$ cat config.mk
export PLATFORM = sky130hd
export DESIGN_NAME = acrb_top
export DESIGN_NICKNAME = d
export VERILOG_FILES = /design/src/acrb_pkg.sv /design/src/acrb_serial_rx.sv /design/src/acrb_top.sv
export SDC_FILE = /design/constraint.sdc
export NUM_CORES = 1
export LEC_CHECK = 0
export BUFFER_PORTS_ARGS = -buffer_cell sky130_fd_sc_hd__buf_2
export CORE_ASPECT_RATIO = 1.5
export CORE_MARGIN = 1
export CORE_UTILIZATION = 45
export CTS_BUF_LIST = sky130_fd_sc_hd__clkbuf_8 sky130_fd_sc_hd__clkbuf_16
export DETAILED_ROUTE_END_ITERATION = 16
export GPL_ROUTABILITY_DRIVEN = 0
export PLACE_DENSITY = 0.77
export SYNTH_ARGS = -nofsm -noshare
export SYNTH_HDL_FRONTEND = slang
export SYNTH_SLANG_ARGS = --single-unit
$ cat constraint.sdc
create_clock -name i_clk_sys -period 4.1 [get_ports i_clk_sys]
set_clock_uncertainty 0.2 [all_clocks]
set_input_delay 0.205 -clock i_clk_sys [delete_from_list [all_inputs] [get_ports i_clk_sys]]
set_output_delay 0.205 -clock i_clk_sys [all_outputs]
set_load 0.02 [all_outputs]
$ cat src/acrb_pkg.sv
// Constants for the converter control register bank
// Behaviour
// - Global power-down stops channels, references, PLL, buffers
// - Channel A power-down bit stops only A
// - Channel B power-down bit stops only B
// - Software reset restores defaults, then self-clears
// - Clock gain field selects one of six steps
// - Pattern field picks normal or fixed test outputs
// - Code 101 outputs the assembled custom pattern
// - Custom low register gives output bits 10..0
// - Write effective within 100 ns of 16th edge
package acrb_pkg;
	// Serial frame layout
	localparam int FRAME_BITS = 16;
	localparam int ADDR_W = 5;
	localparam int DATA_W = 11;
	localparam logic [4:0] FRAME_LAST = 5'h0F;
	// Register addresses
	localparam logic [4:0] ADDR_CTRL = 5'h00; // reset_power_reference_control
	localparam logic [4:0] ADDR_GAIN = 5'h04; // clock_buffer_gain
	localparam logic [4:0] ADDR_PAT = 5'h0A; // test_pattern_format_select
	localparam logic [4:0] ADDR_CUST_LO = 5'h0B; // custom_pattern_low
	localparam logic [4:0] ADDR_CUST_HI = 5'h0C;
	// Control register fields
	localparam int BIT_PDN_GLOBAL = 0;
	localparam int BIT_PDN_A = 2;
	localparam int BIT_PDN_B = 3;
	localparam int BIT_REF_EXT = 5;
	localparam int BIT_SW_RESET = 10;
	// Gain field position
	localparam int GAIN_LSB = 2;
	localparam int GAIN_MSB = 6;
	// Pattern register fields
	localparam int PAT_LSB = 5;
	localparam int PAT_MSB = 7;
	localparam int BIT_FORMAT = 9;
	// Custom upper field width
	localparam int CUST_HI_W = 5;
	// Reset values
	localparam logic [4:0] GAIN_RESET = 5'h00;
	localparam logic [2:0] PAT_RESET = 3'h0;
	// Clock gain codes
	localparam logic [4:0] GAIN_CODE_0 = 5'h18;
	localparam logic [4:0] GAIN_CODE_1 = 5'h00;
	localparam logic [4:0] GAIN_CODE_2 = 5'h0C;
	localparam logic [4:0] GAIN_CODE_3 = 5'h0A;
	localparam logic [4:0] GAIN_CODE_4 = 5'h09;
	localparam logic [4:0] GAIN_CODE_5 = 5'h08;
	localparam logic [2:0] GAIN_STEP_DEFAULT = 3'h1;
	// Test pattern codes
	localparam logic [2:0] PAT_NORMAL = 3'h0;
	localparam logic [2:0] PAT_ZEROS = 3'h1;
	localparam logic [2:0] PAT_ONES = 3'h2;
	localparam logic [2:0] PAT_TOGGLE = 3'h3;
	localparam logic [2:0] PAT_CUSTOM = 3'h5;
	localparam logic [2:0] PAT_DESKEW = 3'h6;
	localparam logic [2:0] PAT_SYNC = 3'h7;
	// Output word patterns
	localparam int WORD_W = 16;
	localparam logic [15:0] WORD_ZEROS = 16'h0000;
	localparam logic [15:0] WORD_ONES = 16'hFFFF;
	localparam logic [15:0] WORD_TOG_A = 16'hAAAA;
	localparam logic [15:0] WORD_TOG_B = 16'h5555;
	localparam logic [15:0] WORD_DESKEW = 16'hAAAA;
	localparam logic [15:0] WORD_SYNC_DEFAULT = 16'hFF00;
	localparam int CONV_W = 14;
	// Write latency budget
	localparam int CLK_PERIOD_NS = 4;
	localparam int WRITE_LATENCY_NS = 100;
	localparam int WRITE_LATENCY_CYC = WRITE_LATENCY_NS / CLK_PERIOD_NS;
endpackage

$ cat src/acrb_serial_rx.sv
// Three-wire serial programming port receiver
`timescale 1ns/100ps
`default_nettype none
module acrb_serial_rx (
	// Clock and reset
	input wire logic i_clk_sys,
	input wire logic i_resetn,
	// Serial pins
	input wire logic i_sen_n,
	input wire logic i_sclk,
	input wire logic i_sdata,
	// Decoded write
	output logic o_wr_valid,
	output logic [4:0] o_wr_addr,
	output logic [10:0] o_wr_data
);
	// Synchroniser stages, first stage read only by second
	logic [2:0] sync1_q;
	logic [2:0] sync2_q;
	logic sclk_prev_q; // Previous synced clock level
	logic [15:0] shift_q; // Frame shift register
	logic [4:0] count_q; // Bits received in this frame
	logic valid_q;
	logic [15:0] frame_q;
	wire sen_n_s = sync2_q[2];
	wire sclk_s = sync2_q[1];
	wire sdata_s = sync2_q[0];
	wire fall_edge = sclk_prev_q & ~sclk_s & ~sen_n_s; // Active falling edge
	wire last_bit = fall_edge & (count_q == acrb_pkg::FRAME_LAST);
	wire [15:0] shift_d = {shift_q[14:0], sdata_s};

	// Two-flop synchroniser for all pins
	always_ff @(posedge i_clk_sys or negedge i_resetn) begin
		if (!i_resetn) begin
			sync1_q <= 3'h7;
			sync2_q <= 3'h7;
			sclk_prev_q <= 1'b1;
		end else begin
			sync1_q <= {i_sen_n, i_sclk, i_sdata};
			sync2_q <= sync1_q;
			sclk_prev_q <= sync2_q[1];
		end
	end

	// Shift bits on falling edges, address bits first
	always_ff @(posedge i_clk_sys or negedge i_resetn) begin
		if (!i_resetn) begin
			shift_q <= 16'h0000;
			count_q <= 5'h00;
		end else if (sen_n_s) begin
			count_q <= 5'h00; // Frame aborted or idle
		end else if (fall_edge) begin
			shift_q <= shift_d;
			count_q <= last_bit ? 5'h00 : count_q + 5'h01;
		end
	end

	// Emit the write at the 16th edge, well inside the budget
	always_ff @(posedge i_clk_sys or negedge i_resetn) begin
		if (!i_resetn) begin
			valid_q <= 1'b0;
			frame_q <= 16'h0000;
		end else begin
			valid_q <= last_bit;
			if (last_bit) begin
				frame_q <= shift_d;
			end
		end
	end

	assign o_wr_valid = valid_q;
	assign o_wr_addr = frame_q[15:11];
	assign o_wr_data = frame_q[10:0];

	// Write must appear one cycle after the last edge
	property p_write_latency;
		@(posedge i_clk_sys) disable iff (!i_resetn)
		last_bit |-> ##1 o_wr_valid;
	endproperty
	a_write_latency: assert property (p_write_latency) else $error("write not issued after last bit");
endmodule
`default_nettype wire

$ cat src/acrb_top.sv
// Converter control register bank with test-pattern output selection
`timescale 1ns/100ps
`default_nettype none
module acrb_top #(
	parameter logic [15:0] SYNC_WORD = acrb_pkg::WORD_SYNC_DEFAULT
) (
	// Clock and reset
	input wire logic i_clk_sys,
	input wire logic i_resetn,
	// Serial programming port
	input wire logic i_sen_n,
	input wire logic i_sclk,
	input wire logic i_sdata,
	// Conversion data, two's complement, one word per strobe
	input wire logic i_word_strobe,
	input wire logic [13:0] i_conv_a,
	input wire logic [13:0] i_conv_b,
	// Power and reference controls
	output logic o_pdn_adc_a,
	output logic o_pdn_adc_b,
	output logic o_pdn_ref,
	output logic o_pdn_pll,
	output logic o_pdn_outbuf,
	output logic o_ref_external,
	// Clock buffer gain
	output logic [4:0] o_clk_gain_code,
	output logic [2:0] o_clk_gain_step,
	// Output selection
	output logic [2:0] o_pattern_sel,
	output logic o_output_format_bit,
	output logic [15:0] o_custom_word,
	output logic [15:0] o_data_a,
	output logic [15:0] o_data_b,
	// Software reset pulse
	output logic o_soft_reset
);
	// Decoded write from the serial port
	logic wr_valid;
	logic [4:0] wr_addr;
	logic [10:0] wr_data;

	// Stored register fields
	logic pdn_global_q;
	logic pdn_a_q; // Channel A down, global bit folded in
	logic pdn_b_q; // Channel B down, global bit folded in
	logic ref_ext_q;
	logic [4:0] gain_q;
	logic [2:0] pat_q;
	logic format_q;
	logic [10:0] cust_lo_q;
	logic [4:0] cust_hi_q;
	logic soft_reset_q;
	// Output-facing flops
	logic [2:0] gain_step_q;
	logic toggle_q; // Toggle pattern phase
	logic [15:0] data_a_q;
	logic [15:0] data_b_q;

	// Serial receiver
	acrb_serial_rx u_rx (
		.i_clk_sys(i_clk_sys),
		.i_resetn(i_resetn),
		.i_sen_n(i_sen_n),
		.i_sclk(i_sclk),
		.i_sdata(i_sdata),
		.o_wr_valid(wr_valid),
		.o_wr_addr(wr_addr),
		.o_wr_data(wr_data)
	);

	// Map a gain code to its step, unknown codes as the default step
	function automatic logic [2:0] gain_step(input logic [4:0] code);
		logic [2:0] step;
		step = acrb_pkg::GAIN_STEP_DEFAULT;
		if (code == acrb_pkg::GAIN_CODE_0) begin
			step = 3'h0;
		end else if (code == acrb_pkg::GAIN_CODE_2) begin
			step = 3'h2;
		end else if (code == acrb_pkg::GAIN_CODE_3) begin
			step = 3'h3;
		end else if (code == acrb_pkg::GAIN_CODE_4) begin
			step = 3'h4;
		end else if (code == acrb_pkg::GAIN_CODE_5) begin
			step = 3'h5;
		end
		return step;
	endfunction

	// Address decode
	wire wr_ctrl = wr_valid && (wr_addr == acrb_pkg::ADDR_CTRL);
	wire wr_gain = wr_valid && (wr_addr == acrb_pkg::ADDR_GAIN);
	wire wr_pat = wr_valid && (wr_addr == acrb_pkg::ADDR_PAT);
	wire wr_lo = wr_valid && (wr_addr == acrb_pkg::ADDR_CUST_LO);
	wire wr_hi = wr_valid && (wr_addr == acrb_pkg::ADDR_CUST_HI);
	wire sw_reset = wr_ctrl && wr_data[acrb_pkg::BIT_SW_RESET];

	// Custom word, upper register above lower
	wire [15:0] custom_word = {cust_hi_q, cust_lo_q};

	// Conversion words, straight binary flips the sign bit
	wire [13:0] fmt_mask = {format_q, 13'h0000};
	wire [15:0] conv_a = {2'b00, i_conv_a ^ fmt_mask};
	wire [15:0] conv_b = {2'b00, i_conv_b ^ fmt_mask};

	// Pattern word for both channels
	wire [15:0] tog_word = toggle_q ? acrb_pkg::WORD_TOG_B : acrb_pkg::WORD_TOG_A;
	wire pat_fixed = (pat_q != acrb_pkg::PAT_NORMAL) && (pat_q != 3'h4);
	wire [15:0] pat_word =
		(pat_q == acrb_pkg::PAT_ZEROS) ? acrb_pkg::WORD_ZEROS :
		(pat_q == acrb_pkg::PAT_ONES) ? acrb_pkg::WORD_ONES :
		(pat_q == acrb_pkg::PAT_TOGGLE) ? tog_word :
		(pat_q == acrb_pkg::PAT_CUSTOM) ? custom_word :
		(pat_q == acrb_pkg::PAT_DESKEW) ? acrb_pkg::WORD_DESKEW : SYNC_WORD;
	wire [15:0] data_a_d = pat_fixed ? pat_word : conv_a;
	wire [15:0] data_b_d = pat_fixed ? pat_word : conv_b;

	// Control register: power and reference; reset bit never stored
	always_ff @(posedge i_clk_sys or negedge i_resetn) begin
		if (!i_resetn) begin
			pdn_global_q <= 1'b0;
			pdn_a_q <= 1'b0;
			pdn_b_q <= 1'b0;
			ref_ext_q <= 1'b0;
		end else if (sw_reset) begin
			pdn_global_q <= 1'b0;
			pdn_a_q <= 1'b0;
			pdn_b_q <= 1'b0;
			ref_ext_q <= 1'b0;
		end else if (wr_ctrl) begin
			pdn_global_q <= wr_data[acrb_pkg::BIT_PDN_GLOBAL];
			// Global bit folded in here so each channel pin leaves a flop
			pdn_a_q <= wr_data[acrb_pkg::BIT_PDN_GLOBAL] | wr_data[acrb_pkg::BIT_PDN_A];
			pdn_b_q <= wr_data[acrb_pkg::BIT_PDN_GLOBAL] | wr_data[acrb_pkg::BIT_PDN_B];
			ref_ext_q <= wr_data[acrb_pkg::BIT_REF_EXT];
		end
	end

	// Gain and pattern registers
	always_ff @(posedge i_clk_sys or negedge i_resetn) begin
		if (!i_resetn) begin
			gain_q <= acrb_pkg::GAIN_RESET;
			pat_q <= acrb_pkg::PAT_RESET;
			format_q <= 1'b0;
		end else if (sw_reset) begin
			gain_q <= acrb_pkg::GAIN_RESET;
			pat_q <= acrb_pkg::PAT_RESET;
			format_q <= 1'b0;
		end else begin
			if (wr_gain) begin
				gain_q <= wr_data[acrb_pkg::GAIN_MSB:acrb_pkg::GAIN_LSB];
			end
			if (wr_pat) begin
				pat_q <= wr_data[acrb_pkg::PAT_MSB:acrb_pkg::PAT_LSB];
				format_q <= wr_data[acrb_pkg::BIT_FORMAT];
			end
		end
	end

	// Custom pattern registers
	always_ff @(posedge i_clk_sys or negedge i_resetn) begin
		if (!i_resetn) begin
			cust_lo_q <= 11'h000;
			cust_hi_q <= 5'h00;
		end else if (sw_reset) begin
			cust_lo_q <= 11'h000;
			cust_hi_q <= 5'h00;
		end else begin
			if (wr_lo) begin
				cust_lo_q <= wr_data;
			end
			if (wr_hi) begin
				cust_hi_q <= wr_data[acrb_pkg::CUST_HI_W-1:0];
			end
		end
	end

	// Output flops: reset pulse, gain step, pattern phase, data
	always_ff @(posedge i_clk_sys or negedge i_resetn) begin
		if (!i_resetn) begin
			soft_reset_q <= 1'b0;
			gain_step_q <= acrb_pkg::GAIN_STEP_DEFAULT;
			toggle_q <= 1'b0;
			data_a_q <= 16'h0000;
			data_b_q <= 16'h0000;
		end else begin
			soft_reset_q <= sw_reset; // One cycle, self-clearing
			gain_step_q <= gain_step(gain_q);
			if (i_word_strobe) begin
				toggle_q <= ~toggle_q;
			end
			data_a_q <= data_a_d;
			data_b_q <= data_b_d;
		end
	end

	// Power controls, global one already folded into each channel
	assign o_pdn_adc_a = pdn_a_q;
	assign o_pdn_adc_b = pdn_b_q;
	assign o_pdn_ref = pdn_global_q;
	assign o_pdn_pll = pdn_global_q;
	assign o_pdn_outbuf = pdn_global_q;
	assign o_ref_external = ref_ext_q;
	assign o_clk_gain_code = gain_q;
	assign o_clk_gain_step = gain_step_q;
	assign o_pattern_sel = pat_q;
	assign o_output_format_bit = format_q;
	assign o_custom_word = custom_word;
	assign o_data_a = data_a_q;
	assign o_data_b = data_b_q;
	assign o_soft_reset = soft_reset_q;

	// Global power-down write reaches every block the next cycle
	property p_global_pdn;
		@(posedge i_clk_sys) disable iff (!i_resetn)
		(wr_ctrl && !sw_reset) |=> (o_pdn_pll == $past(wr_data[0])) && (o_pdn_adc_a || !$past(wr_data[0]))
			&& (o_pdn_ref == $past(wr_data[0])) && (o_pdn_outbuf == $past(wr_data[0]))
			&& (o_pdn_adc_b || !$past(wr_data[0]));
	endproperty
	a_global_pdn: assert property (p_global_pdn) else $error("global power-down not applied");

	// Channel A is down after a write with its own bit or the global bit set
	property p_pdn_a;
		@(posedge i_clk_sys) disable iff (!i_resetn)
		(wr_ctrl && !sw_reset) |=> (o_pdn_adc_a == ($past(wr_data[0]) || $past(wr_data[2])));
	endproperty
	a_pdn_a: assert property (p_pdn_a) else $error("channel A power-down wrong");

	// Channel B follows its own bit when global is clear
	property p_pdn_b;
		@(posedge i_clk_sys) disable iff (!i_resetn)
		(wr_ctrl && !sw_reset && !wr_data[0]) |=> (o_pdn_adc_b == $past(wr_data[3])) && (o_pdn_adc_a == $past(wr_data[2]));
	endproperty
	a_pdn_b: assert property (p_pdn_b) else $error("channel B power-down wrong");

	// Software reset restores defaults and pulses once
	property p_sw_reset;
		@(posedge i_clk_sys) disable iff (!i_resetn)
		sw_reset |=> o_soft_reset && (o_pattern_sel == 3'h0) && (o_clk_gain_code == 5'h00) && !o_pdn_pll
			##1 !o_soft_reset || $past(sw_reset);
	endproperty
	a_sw_reset: assert property (p_sw_reset) else $error("software reset did not restore defaults");

	// Gain step two cycles after a gain write
	property p_gain;
		@(posedge i_clk_sys) disable iff (!i_resetn)
		(wr_gain && !sw_reset && wr_data[6:2] == 5'h08) |=> ##1 o_clk_gain_step == 3'h5;
	endproperty
	a_gain: assert property (p_gain) else $error("maximum gain code not decoded");

	// All-ones pattern replaces conversion data
	property p_ones;
		@(posedge i_clk_sys) disable iff (!i_resetn)
		(pat_q == 3'h2) |=> (o_data_a == 16'hFFFF) && (o_data_b == 16'hFFFF);
	endproperty
	a_ones: assert property (p_ones) else $error("all-ones pattern not output");

	// Custom pattern output
	property p_custom;
		@(posedge i_clk_sys) disable iff (!i_resetn)
		(pat_q == 3'h5) |=> o_data_a == $past({cust_hi_q, cust_lo_q});
	endproperty
	a_custom: assert property (p_custom) else $error("custom pattern not output");

	// Low custom write lands in bits 10..0
	property p_cust_lo;
		@(posedge i_clk_sys) disable iff (!i_resetn)
		(wr_lo) |=> o_custom_word[10:0] == $past(wr_data);
	endproperty
	a_cust_lo: assert property (p_cust_lo) else $error("custom low bits misplaced");

	// Straight binary flips only the sign bit in normal mode
	property p_format;
		@(posedge i_clk_sys) disable iff (!i_resetn)
		(pat_q == 3'h0 && format_q) |=> o_data_a[13:0] == ($past(i_conv_a) ^ 14'h2000);
	endproperty
	a_format: assert property (p_format) else $error("straight binary format wrong");
endmodule
`default_nettype wire

==> flow_summary.toml <==
[status]
status = "finished, final reports clean"

[clock_tree]
clkLatencyLatePin_ns = 0.35
htree_levels = 3
cts_buffers = 9
clk_pin_slew_worst_paths_ns = 0.07
clock_sinks = 108
clock_path_buffers = 2
cts_tree = "built"
post-cts-setup-buffers = 0
cts_root_buf = "clkbuf_16"

[yosys]
synth_ff_type = "dfrtp_1"
yosysWarningCount = 0
syn-num-nets = 420
async_flop_share = 1.00
yosys.cell_types.count = 43
synthCells = 385
syn_area_per_cell_um2 = 11.7
synth_edf_count = 0
synth.ff_latch_count = 108
yosysSeqAreaShare = 0.602
netlist_area_mm2 = 0.00451

[die]
die_area_mm2 = 0.0104
placementRows = 44
ios = 101
start_util = 0.465
die_y_um = 125
die_w_um = 83.7
core_area_mm2 = 0.00969

[timing]
period_share = 0.603
setup_viol = 0
drv_slew = 0
tns_ns = 0
hold_viol = 0
fin_ws_ns = 1.63
maxSlewHeadroom = 0.359
grt_setup_unrepaired = "false"
max_slew.worst_pin.slew_ns = 0.961
min_period_ns = 2.47
max_freq_mhz = 405

[finish]
n_antenna_cell = 0
layout-drive-gt1-share = 0.321
regArea_mm2 = 0.00271
syn_to_final_growth_pct = 24.9
nets = 537
final_area_mm2 = 0.00563
multi_input_area_mm2 = 0.00162
layout_commonest_cell = "dfrtp_1"
layout_common_cells = "dfrtp_1 (100), buf_2 (99), o21ai_0 (58)"
fill_cells = 760

[pwr]
pwr-share-clk = 0.410
power_density_mw_per_mm2 = 404
switching_share = 0.230
leakagePower_nw = 2.70
combinationalPowerShare = 0.076
p_int_w = 0.00175
irDropWorstVdd_mv = 0.293
p_sw_w = 0.000524
power_frac_seq = 0.514

[worst_hold_path]
min_path_type = "input pin to flop"

[place]
place_ws_ns = 1.65
port_buffers = 100
placed_area_mm2 = 0.00500
place_hpwl_um = 6920

[critical_path]
crit_type = "flop to flop"
crit_chain = "nor3b_2 -> and3_1 -> a21oi_1"
cp.required_ns = 4.09
worstSetupStartpointType = "flop"
crit_path_end_kind = "flop"
cp_data_arrival_time_ns = 2.46
slowest_delay_ns = 0.87
crit_fanout = 26
cpMaxStageDelayCell = "and3_1"

[drt]
routed_wl_um = 10200
antenna_left = 0
vias = 3415
first_pass_iters = 4
viasPerCell = 5.49
drt_iter0_markers = 210
route.detailed.drc = 0
drt-wirelength-per-cell_um = 16.3

[global_route]
grt-ovfl-total = 0
met1_usage = 0.209
antenna_found_initial = 0
gr-usage-all-layers = 0.201
grt_pass1_wl_um = 16500
met2_usage = 0.372
gr-max-usage-layer = "met2"
grt_max_degree = 79
first_global_vias = 3363
gr-usage-met3 = 0.0398

[flow_run]
drv_cap = 0
==> stage by stage <==
stage | hold slack (ns) | power (W) | utilization | std cells
floorplan | -0.291 | 0.00126 | - | 385
global placement | 0.110 | 0.00133 | 0.516 | 575
detailed placement | 0.111 | 0.00134 | 0.516 | 575
CTS | 0.00300 | 0.00229 | 0.581 | 622
global route | 0.0351 | 0.00236 | 0.581 | 622
finish | 0.00784 | 0.00227 | 0.581 | 622
==> final timing paths <==
path,startpoint,to,slack [ns],depth (start not counted)
max,u_rx.frame_q[15],cust_hi_q[4],1.63,3
min reg2reg,u_rx.sync1_q[2],u_rx.sync2_q[2],0.16,0
max reg2reg,u_rx.frame_q[15],cust_hi_q[4],1.63,3
min in group asynchronous,i_resetn,o_data_b[1],0.34,2
max in group asynchronous,i_resetn,o_clk_gain_step[0],2.35,3
min,i_conv_b[12],o_data_b[12],0.008,3
==> cell usage after synthesis (all sizes together), types with 3 or more instances <==
library cell | count | area (µm²)
nor2b | 3 | 18.8
and3b | 3 | 26.3
mux2 | 31 | 383
clkbuf | 11 | 43.8
a21oi | 54 | 270
nand2b | 3 | 21.3
dfstp | 8 | 210
nand3b | 4 | 30.0
nand3 | 29 | 145
nor3b | 4 | 35.0
o21a | 7 | 52.6
nand2 | 7 | 26.3
o21ai | 58 | 290
xor2 | 3 | 26.3
buf | 15 | 123
xnor2 | 3 | 26.3
dfrtp | 100 | 2500
a22oi | 4 | 30.0
nor2 | 16 | 62.6
==> worst max-delay path: cells and delay by family, from the launching register on <==
kind	cells	cell delay [ns]
flops	1	0.42
compound gates	1	0.11
simple gates	2	1.58
==> kinds of logic after synthesis <==
logic type,count (synthesis),synth area share
buf+inv,29,0.0394
fa+ha+maj,1,0.00277
simple gates,80,0.105
mux,31,0.0849
flops,108,0.602
compound gates,130,0.154
xor+xnor,6,0.0117
==> flip-flops by register name, summed over array words and instances (netlist names), 3 cells and up <==
name	flops
u_rx.frame_q	16
o_data_a	15
u_rx.sync1_q	3
o_clk_gain_step	3
o_data_b	15
cust_lo_q	11
o_clk_gain_code	5
cust_hi_q	5
u_rx.sync2_q	3
u_rx.count_q	5
u_rx.shift_q	15
o_pattern_sel	3
==> power by group through the flow <==
| stage | clock network, W | registers, W | logic, W |
|---|---|---|---|
| finish | 0.000932 | 0.00117 | 0.000174 |
| CTS | 0.000947 | 0.00117 | 0.000175 |
| global placement | 0 | 0.00119 | 0.000146 |
| global route | 0.000997 | 0.00117 | 0.000191 |
| floorplan | 0 | 0.00119 | 0.0000705 |
| detailed placement | 0 | 0.00119 | 0.000152 |
==> timing repair <==
item,in CTS,in global routing
gates resized for setup,0,0
endpoints found under the hold margin,100,0
hold buffers,31,0
setup endpoints to repair,0,0
==> metal layers <==
layer,share of wire,routed length [µm],vias to the layer above
met5,0,0,-
met4,0.033,337,0
met3,0.039,397,24
met2,0.55,5610,108
met1,0.37,3810,1674
li1,-,-,1609
==> final cells by class <==
| cell class | count | area share |
|---|---|---|
| clock buffers | 9 | 0.0400 |
| clock inverters | 7 | 0.0176 |
| inverters | 3 | 0.00200 |
| multi-input cells | 248 | 0.287 |
| flip-flops and latches | 108 | 0.482 |
| well taps | 115 | 0.0255 |
| repair buffers | 132 | 0.146 |
Power figures use the tool's default switching activity.
